`src/vac_pkg.sv`:
```
package vac_pkg;
  // ==========================================================
  // Widths
  localparam int unsigned VAC_WORD_W = 16;
  localparam int unsigned VAC_BAND_W = 8;
  localparam int unsigned VAC_INT_W = 19;
  localparam int unsigned VAC_FRAC_W = 24;
  localparam int unsigned VAC_R_W = 14;
  localparam int unsigned VAC_WAITK_W = 7;
  localparam int unsigned VAC_CNT_W = 32;
  localparam int unsigned VAC_DIV_W = 5;
  localparam int unsigned VAC_STEP_W = 3;
  localparam int unsigned VAC_EXP_W = 4;
  // ==========================================================
  // Oscillator serial word layout
  localparam int unsigned VAC_BAND_LSB = 7;
  localparam int unsigned VAC_BAND_MSB = 14;
  localparam int unsigned VAC_ADDR_ID_MSB = 6;
  localparam int unsigned VAC_TOP_BIT = 15;
  // ==========================================================
  // Sequence figures
  localparam logic [VAC_STEP_W-1:0] VAC_LAST_STEP = 3'h7;
  localparam logic [VAC_CNT_W-1:0] VAC_WAIT_UNIT = 32'h0000_0014;
  localparam logic [VAC_CNT_W-1:0] VAC_XFER_CLKS = 32'h0000_0014;
  localparam logic [VAC_CNT_W-1:0] VAC_SHIFT_CLKS = 32'h0000_0010;
  localparam logic [VAC_CNT_W-1:0] VAC_MAN_CLKS = 32'h0000_0010;
  localparam logic [VAC_BAND_W-1:0] VAC_BAND_RST = 8'h00;
  localparam logic [VAC_BAND_W-1:0] VAC_BAND_FIRST = 8'h80;
  localparam int unsigned VAC_CLK_PERIOD_NS = 50;
  // ==========================================================
  // Exponent tables, entry i at bits [4i+3:4i]
  localparam logic [31:0] VAC_N_LUT = 32'h8765_3210;
  localparam logic [15:0] VAC_M_LUT = 16'h5420;

  typedef enum logic [2:0] {
    VAC_IDLE,
    VAC_WAIT,
    VAC_MEAS,
    VAC_SEND,
    VAC_MAN
  } vac_state_type;
endpackage : vac_pkg

```
`src/vac_cal_fsm.sv`:
```
`timescale 1ns/1ns
// Function
// - Send band bits, keep address and identifier
// - Relock once on unlock when enabled
// - Frequency change starts calibration unless disabled
// - Same-value rewrite reruns calibration, frequency unchanged
// - Window is R times two to n
// - Expected count is floor of N times 2^n
// - Machine clock is reference divided by 2^m
// - Machine and serial link share divided clock
// - Step: wait, measure, twenty-clock transfer, eight steps
// - Wait count k from seven-bit field
// - Total time follows worst-case duration formula
// - Resolution codes map to n table
// - Load pending fraction after band chosen
// - Calibration bit high only during search
// - Chosen band readable after every run
// - Disabled: serial word sent directly, sixteen clocks
module vac_cal_fsm (
  input wire logic core_clk,
  input wire logic srst,
  input wire logic cal_disable,
  input wire logic relock_enable,
  input wire logic lock_detect,
  input wire logic freq_change_req,
  input wire logic [vac_pkg::VAC_INT_W-1:0] int_part,
  input wire logic [vac_pkg::VAC_FRAC_W-1:0] divider_fraction_part,
  input wire logic [vac_pkg::VAC_R_W-1:0] ref_div_ratio,
  input wire logic [2:0] resolution_code,
  input wire logic [vac_pkg::VAC_WAITK_W-1:0] wait_k,
  input wire logic [1:0] clk_div_sel,
  input wire logic [vac_pkg::VAC_WORD_W-1:0] osc_serial_word,
  input wire logic osc_word_write,
  input wire logic osc_cycle_in,
  output logic osc_cal_bit,
  output logic osc_link_clk,
  output logic osc_link_data,
  output logic osc_link_latch,
  output logic [vac_pkg::VAC_BAND_W-1:0] band_readback,
  output logic [vac_pkg::VAC_FRAC_W-1:0] modulator_fraction,
  output logic modulator_load,
  output logic cal_busy
);
  import vac_pkg::*;

  // ==========================================================
  // Configuration decode
  logic [VAC_EXP_W-1:0] res_exp;
  logic [VAC_EXP_W-1:0] div_exp;
  logic [VAC_DIV_W-1:0] div_mask;
  logic [VAC_INT_W+VAC_FRAC_W+8-1:0] n_scaled;
  logic [VAC_CNT_W-1:0] exp_cnt;
  logic [VAC_CNT_W-1:0] win_len;
  logic [VAC_CNT_W-1:0] wait_len;

  assign res_exp = VAC_N_LUT[{resolution_code, 2'b00} +: VAC_EXP_W];
  assign div_exp = VAC_M_LUT[{clk_div_sel, 2'b00} +: VAC_EXP_W];
  assign div_mask = VAC_DIV_W'((VAC_DIV_W+1)'(1) << div_exp) - VAC_DIV_W'(1);
  assign n_scaled = {8'h00, int_part, divider_fraction_part} << res_exp;
  assign exp_cnt = VAC_CNT_W'(n_scaled[VAC_INT_W+VAC_FRAC_W+8-1:VAC_FRAC_W]);
  assign win_len = VAC_CNT_W'({18'h0, ref_div_ratio} << res_exp);
  assign wait_len = VAC_CNT_W'(VAC_WAIT_UNIT * (VAC_CNT_W'(wait_k) + VAC_CNT_W'(1)));

  // ==========================================================
  // Divided machine clock tick
  logic [VAC_DIV_W-1:0] div_q;
  logic tick;

  assign tick = (div_q == div_mask);

  always_ff @(posedge core_clk) begin
    if (srst || tick) begin
      div_q <= '0;
    end else begin
      div_q <= div_q + VAC_DIV_W'(1);
    end
  end

  // ==========================================================
  // Oscillator cycle input synchroniser and edge
  logic [2:0] osc_sync_q;
  logic osc_edge;

  always_ff @(posedge core_clk) begin
    if (srst) begin
      osc_sync_q <= 3'h0;
    end else begin
      osc_sync_q <= {osc_sync_q[1:0], osc_cycle_in};
    end
  end

  assign osc_edge = osc_sync_q[1] & ~osc_sync_q[2];

  // ==========================================================
  // Sequencer
  vac_state_type state_q;
  logic [VAC_CNT_W-1:0] tmr_q;
  logic [VAC_STEP_W-1:0] step_q;
  logic relock_used_q;
  logic armed_q;
  logic relock_go;
  logic start;
  logic man_go;
  logic meas_end;
  logic wait_end;
  logic send_end;
  logic run_done;

  assign relock_go = relock_enable & ~lock_detect & armed_q & ~relock_used_q & (state_q == VAC_IDLE);
  assign start = (freq_change_req & ~cal_disable) | relock_go;
  assign man_go = cal_disable & osc_word_write & (state_q == VAC_IDLE) & ~start;
  assign wait_end = (state_q == VAC_WAIT) & tick & (tmr_q == wait_len - VAC_CNT_W'(1));
  assign meas_end = (state_q == VAC_MEAS) & (tmr_q == win_len - VAC_CNT_W'(1));
  assign send_end = (state_q == VAC_SEND) & tick & (tmr_q == VAC_XFER_CLKS - VAC_CNT_W'(1));
  assign run_done = send_end & (step_q == VAC_LAST_STEP);

  always_ff @(posedge core_clk) begin
    if (srst) begin
      state_q <= VAC_IDLE;
      tmr_q <= '0;
      step_q <= '0;
    end else if (start) begin
      state_q <= VAC_WAIT;
      tmr_q <= '0;
      step_q <= '0;
    end else begin
      case (state_q)
        VAC_IDLE: begin
          if (man_go) begin
            state_q <= VAC_MAN;
            tmr_q <= '0;
          end
        end
        VAC_WAIT: begin
          if (wait_end) begin
            state_q <= VAC_MEAS;
            tmr_q <= '0;
          end else if (tick) begin
            tmr_q <= tmr_q + VAC_CNT_W'(1);
          end
        end
        VAC_MEAS: begin
          if (meas_end) begin
            state_q <= VAC_SEND;
            tmr_q <= '0;
          end else begin
            tmr_q <= tmr_q + VAC_CNT_W'(1);
          end
        end
        VAC_SEND: begin
          if (send_end) begin
            state_q <= run_done ? VAC_IDLE : VAC_WAIT;
            step_q <= step_q + VAC_STEP_W'(1);
            tmr_q <= '0;
          end else if (tick) begin
            tmr_q <= tmr_q + VAC_CNT_W'(1);
          end
        end
        VAC_MAN: begin
          if (tick && tmr_q == VAC_MAN_CLKS - VAC_CNT_W'(1)) begin
            state_q <= VAC_IDLE;
            tmr_q <= '0;
          end else if (tick) begin
            tmr_q <= tmr_q + VAC_CNT_W'(1);
          end
        end
        default: begin
          state_q <= VAC_IDLE;
          tmr_q <= '0;
        end
      endcase
    end
  end

  // Single relock attempt per programmed frequency
  always_ff @(posedge core_clk) begin
    if (srst) begin
      relock_used_q <= 1'b0;
      armed_q <= 1'b0;
    end else begin
      if (freq_change_req) begin
        relock_used_q <= 1'b0;
      end else if (relock_go) begin
        relock_used_q <= 1'b1;
      end
      if (run_done) begin
        armed_q <= 1'b1;
      end
    end
  end

  // ==========================================================
  // Count and band search
  logic [VAC_CNT_W-1:0] meas_q;
  logic [VAC_BAND_W-1:0] band_q;
  logic [VAC_BAND_W-1:0] band_next;

  always_ff @(posedge core_clk) begin
    if (srst || wait_end) begin
      meas_q <= '0;
    end else if (state_q == VAC_MEAS && osc_edge) begin
      meas_q <= meas_q + VAC_CNT_W'(1);
    end
  end

  always_comb begin
    band_next = band_q;
    if (meas_q > exp_cnt) begin
      band_next[~step_q] = 1'b0;
    end
    if (step_q != VAC_LAST_STEP) begin
      band_next[~step_q - VAC_STEP_W'(1)] = 1'b1;
    end
  end

  always_ff @(posedge core_clk) begin
    if (srst) begin
      band_q <= VAC_BAND_RST;
    end else if (start) begin
      band_q <= VAC_BAND_FIRST;
    end else if (meas_end) begin
      band_q <= band_next;
    end
  end

  // ==========================================================
  // Oscillator serial link
  logic [VAC_WORD_W-1:0] shift_q;
  logic shifting;

  assign shifting = tick & (tmr_q < VAC_SHIFT_CLKS) & ((state_q == VAC_SEND) || (state_q == VAC_MAN));

  always_ff @(posedge core_clk) begin
    if (srst) begin
      shift_q <= '0;
    end else if (meas_end) begin
      shift_q <= {osc_serial_word[VAC_TOP_BIT], band_next, osc_serial_word[VAC_ADDR_ID_MSB:0]};
    end else if (man_go) begin
      shift_q <= osc_serial_word;
    end else if (shifting) begin
      shift_q <= {shift_q[VAC_WORD_W-2:0], 1'b0};
    end
  end

  always_ff @(posedge core_clk) begin
    if (srst) begin
      osc_link_data <= 1'b0;
      osc_link_clk <= 1'b0;
      osc_link_latch <= 1'b0;
    end else begin
      if (shifting) begin
        osc_link_data <= shift_q[VAC_WORD_W-1];
      end
      osc_link_clk <= shifting;
      osc_link_latch <= tick & (((state_q == VAC_SEND) && tmr_q == VAC_SHIFT_CLKS)
        || ((state_q == VAC_MAN) && tmr_q == VAC_MAN_CLKS - VAC_CNT_W'(1)));
    end
  end

  // ==========================================================
  // Results and modulator hand-off
  always_ff @(posedge core_clk) begin
    if (srst) begin
      osc_cal_bit <= 1'b0;
      band_readback <= VAC_BAND_RST;
      modulator_fraction <= '0;
      modulator_load <= 1'b0;
    end else begin
      if (start) begin
        osc_cal_bit <= 1'b1;
      end else if (run_done) begin
        osc_cal_bit <= 1'b0;
      end
      if (run_done) begin
        band_readback <= band_q;
      end
      if (run_done || (freq_change_req && cal_disable)) begin
        modulator_fraction <= divider_fraction_part;
      end
      modulator_load <= run_done || (freq_change_req && cal_disable);
    end
  end

  assign cal_busy = (state_q != VAC_IDLE);
endmodule : vac_cal_fsm

```
`config.mk`:
```
export PLATFORM = sky130hd
export DESIGN_NAME = vac_cal_fsm
export DESIGN_NICKNAME = d
export VERILOG_FILES = /design/src/vac_pkg.sv /design/src/vac_cal_fsm.sv
export SDC_FILE = /design/constraint.sdc
export NUM_CORES = 1
export LEC_CHECK = 0
export ABC_AREA = 1
export BUFFER_PORTS_ARGS = -buffer_cell sky130_fd_sc_hd__buf_4
export CAP_MARGIN = 20
export CORE_UTILIZATION = 40
export DETAILED_ROUTE_END_ITERATION = 8
export GPL_TIMING_DRIVEN = 0
export SYNTH_ARGS = -nofsm -noshare
export SYNTH_HDL_FRONTEND = slang
export SYNTH_SLANG_ARGS = --single-unit
export TNS_END_PERCENT = 20
```
`constraint.sdc`:
```
create_clock -name core_clk -period 6.9 [get_ports core_clk]
set_clock_uncertainty 0.1 [all_clocks]
set_input_delay 0.345 -clock core_clk [delete_from_list [all_inputs] [get_ports core_clk]]
set_output_delay 0.345 -clock core_clk [all_outputs]
set_load 0.01 [all_outputs]
```
==> results.md <==
* Status: completed
* Final GP Congestion at 0.9147
* Max-cap violations at 0
* # H-tree levels at 4
* CP peak stage delay at between 0.4 and 0.5 ns
* RSZ-0062 raised after global routing: false
* Leakage at about 7.0 nW
* Synthesis warning total at 0
* Wire length per cell at around 16 µm
* Hold Fails Final Rpt at 0
* Total global-route track usage at roughly a quarter
* CTS tree: built
* Post-Synth Simple-Gate Area at slightly above 40%
* Final wirelength at 43,680 µm
* Hold depth at 3
* FFs w/ async S/R, synth at 0%
* Compound-Gate Fraction of Synth Area at 13.89%
* Buffers on Ports at 130
* Post-synth top area cell: dfxtp_1
* Flops & latches, synth at between 100 and 150
* DIE AREA at between 30,000 and 40,000 µm²
* EDFF count, synth at 0
* Core Region at between 30,000 and 40,000 µm²
* Cell variety after synth at 48
* Tmin final at around 5.2 ns
* XOR/XNOR share of the synthesized area at roughly 5.6%
* CTS clock-pin slew for the worst setup and hold paths at roughly 0.080 ns
* Hpwl dp at approximately 35,000 µm
* Highest clock rate at ~190 MHz
* Crit. End Element: flop
* Hold crit path type: input pin to flop
* Setup tns final at 0 ns
* Vias in the first global route at approximately 14,000
* Die X at approximately 180 µm
* Final period util at about three quarters
* Detailed-route DRC error count at 0
* Peak supply drop at ~0.19 mV
* Design Area, Final at ~15,000 µm²
* Synth top cells by count: nand2_1 (558), nand3_1 (256), inv_1 (254), nor2_1 (212), o21ai_0 (167)
* Post-route antenna net violation count at 0
* Total iterations of the first detailed-routing run at 5
* Cell area after synthesis at approximately 13,000 µm²
* Slew Limit Fails at 0
* Crit start category: input pin
* Initial antenna violation count at 0
* Critical path class: input pin to flop
* # diodes at 0
* Worst-margin pin slew at about 0.84 ns
* Total power at 2.934 mW
* Vias at 14,870
* Largest family of logic cells by synthesized area: simple AND/OR/NAND/NOR gates
* Num CTS Buffers at 17
* Post-synth top flop: dfxtp_1
* Row count at 65
* Area share of the largest cell type after synthesis at a little over a fifth
* Post-synthesis adder-cell area fraction at approximately 4.9%
* Clk sinks at 141
* Worst EP arrival at ~5.5 ns
* Initial Util at 40.92%
* Final WS setup at between 1.5 and 2 ns
* Ranking of synthesized cells by area: dfxtp_1 (22%), nand2_1 (16%), nand3_1 (9.9%), inv_1 (7.3%), o21ai_0 (6.4%)
* Hold Slack at 0.01447 ns
* Most frequent cell after synthesis: nand2_1
* Worst-path fanout max at 10
* IO Pins at ~130
* DP Worst Slack at roughly 1.4 ns
* Cells after Synth at about 2,200
* Max transition margin at 43.40%
* Setup Viol. Count Final at 0
* Syn_nets at between 2,000 and 2,500
* PD cells at about 190 nW/µm²
* Dpl cell area at about 14,000 µm²
* Cell mode on critical path: o21ai_0
* Avg Inst Size Synth at between 5 and 6 µm²
* Drt via density at about 5.4
* Worst-skew pair later-pin latency at between 0.4 and 0.5 ns
* CTS max path bufs at 2
* Largest net degree at the start of global routing at 17
* Remaining Overflow, GRT at 0
* Area added between synthesis and finish at 16.14%
* Global-route wire length before repair at slightly above 70,000 µm
* R2r worst-path depth at 21
* Post-synthesis mux area share at under 10%
* Post-cts sizing count at 0
* Fraction of layout cells with a size suffix above 1 at under 10%
* Root Driver: clkbuf_16
* Seq/Total Area, Yosys at between 20 and 25%
* CP Data Required Time at approximately 7.2 ns
* Slowest CP cell: clkbuf_1
* Die Ht at between 150 and 200 µm
* DRT iter0 DRCs at around 1,100
* Fin nets at approximately 2,500
-- flip-flops by register name, summed over array words and instances, names as in the netlist --
signal              cells
osc_link_latch          1
band_readback           8
step_q                  3
modulator_load          1
shift_q                16
armed_q                 1
band_q                  8
osc_link_clk            1
tmr_q                  32
relock_used_q           1
modulator_fraction     24
osc_link_data           1
osc_cal_bit             1
div_q                   5
osc_sync_q              3
meas_q                 32
state_q                 3
-- report_power, final --
part	switching, mW	internal, mW	total [mW]	leakage, nW
Sequential	0.0319	0.852	0.884	1.14
Combinational	0.762	0.353	1.11	5.58
Clock	0.445	0.490	0.935	0.283
-- area by class of cell --
class / instances / area, µm²
multi-input combinational: 1696 / 8707
tap: 402 / 503.0
sequential: 141 / 2823
fill: 3475 / 16640
buffer: 102 / 447.9
clock buffer: 18 / 439.2
inverter: 267 / 1002
timing repair buffer: 134 / 1013
clock inverter: 14 / 138.9
-- per-layer routing --
| layer | global-route usage [%] | vias to the layer above | wire length (µm) |
|---|---|---|---|
| met4 | 8.571 | 0 | 1118 |
| met3 | 4.450 | 74 | 2344 |
| met5 | 0 | - | 0 |
| li1 | - | 7587 | - |
| met2 | 45.09 | 412 | 20220 |
| met1 | 34.29 | 6793 | 20000 |
-- placed cells by master (no fill, tap or decap), types with 16 or more instances in the layout --
master,instances
a21oi_1,69
buf_2,16
buf_4,135
clkbuf_1,63
clkbuf_16,17
dfxtp_1,141
ha_1,49
inv_1,254
nand2_1,558
nand3_1,256
nand4_1,59
nor2_1,212
nor3_1,58
nor4_1,23
o211ai_1,37
o21ai_0,167
o21ai_1,41
xnor2_1,18
xor2_1,65
-- critical path, delay by kind of cell --
family / cells / cell delay (ns)
fa+ha+maj: 2 / 0.54
buf+inv: 9 / 1.83
compound gates: 12 / 1.69
simple gates: 11 / 1.04
-- path summary, 6_finish.rpt --
path                                                      endpoint  slack, ns                startpoint
worst max-delay path                      shift_q[10]$_SDFFE_PP0P_       1.72        resolution_code[0]
worst min-delay path            modulator_fraction[6]$_SDFFE_PP0P_       0.01  divider_fraction_part[6]
worst max register to register              tmr_q[30]$_SDFFE_PP0P_       3.26     tmr_q[5]$_SDFFE_PP0P_
worst min register to register            osc_sync_q[1]$_SDFF_PP0_       0.31  osc_sync_q[0]$_SDFF_PP0_
-- kinds of logic after synthesis --
| kind of cell | after synthesis |
|---|---|
| AO/OA/AOI/OAI | 333 |
| XOR/XNOR | 83 |
| adder cells (fa/ha/maj) | 50 |
| buffers and inverters | 369 |
| flip-flops | 141 |
| multiplexers | 15 |
| AND/OR/NAND/NOR | 1215 |
-- timing repair --
item                                    CTS  global route
hold endpoints to repair                  2             0
endpoints found under the setup margin    0             0
setup buffers                             0             0
hold buffers                              3             0
-- metrics by stage --
step | util [%] | instances
global route | 47.53 | 2774
finish | 47.53 | 2774
detailed placement | 45.61 | 2739
global placement | 45.59 | 2738
floorplan | - | 2206
CTS | 47.53 | 2774
Note: power is estimated with default switching activity, not from simulation.
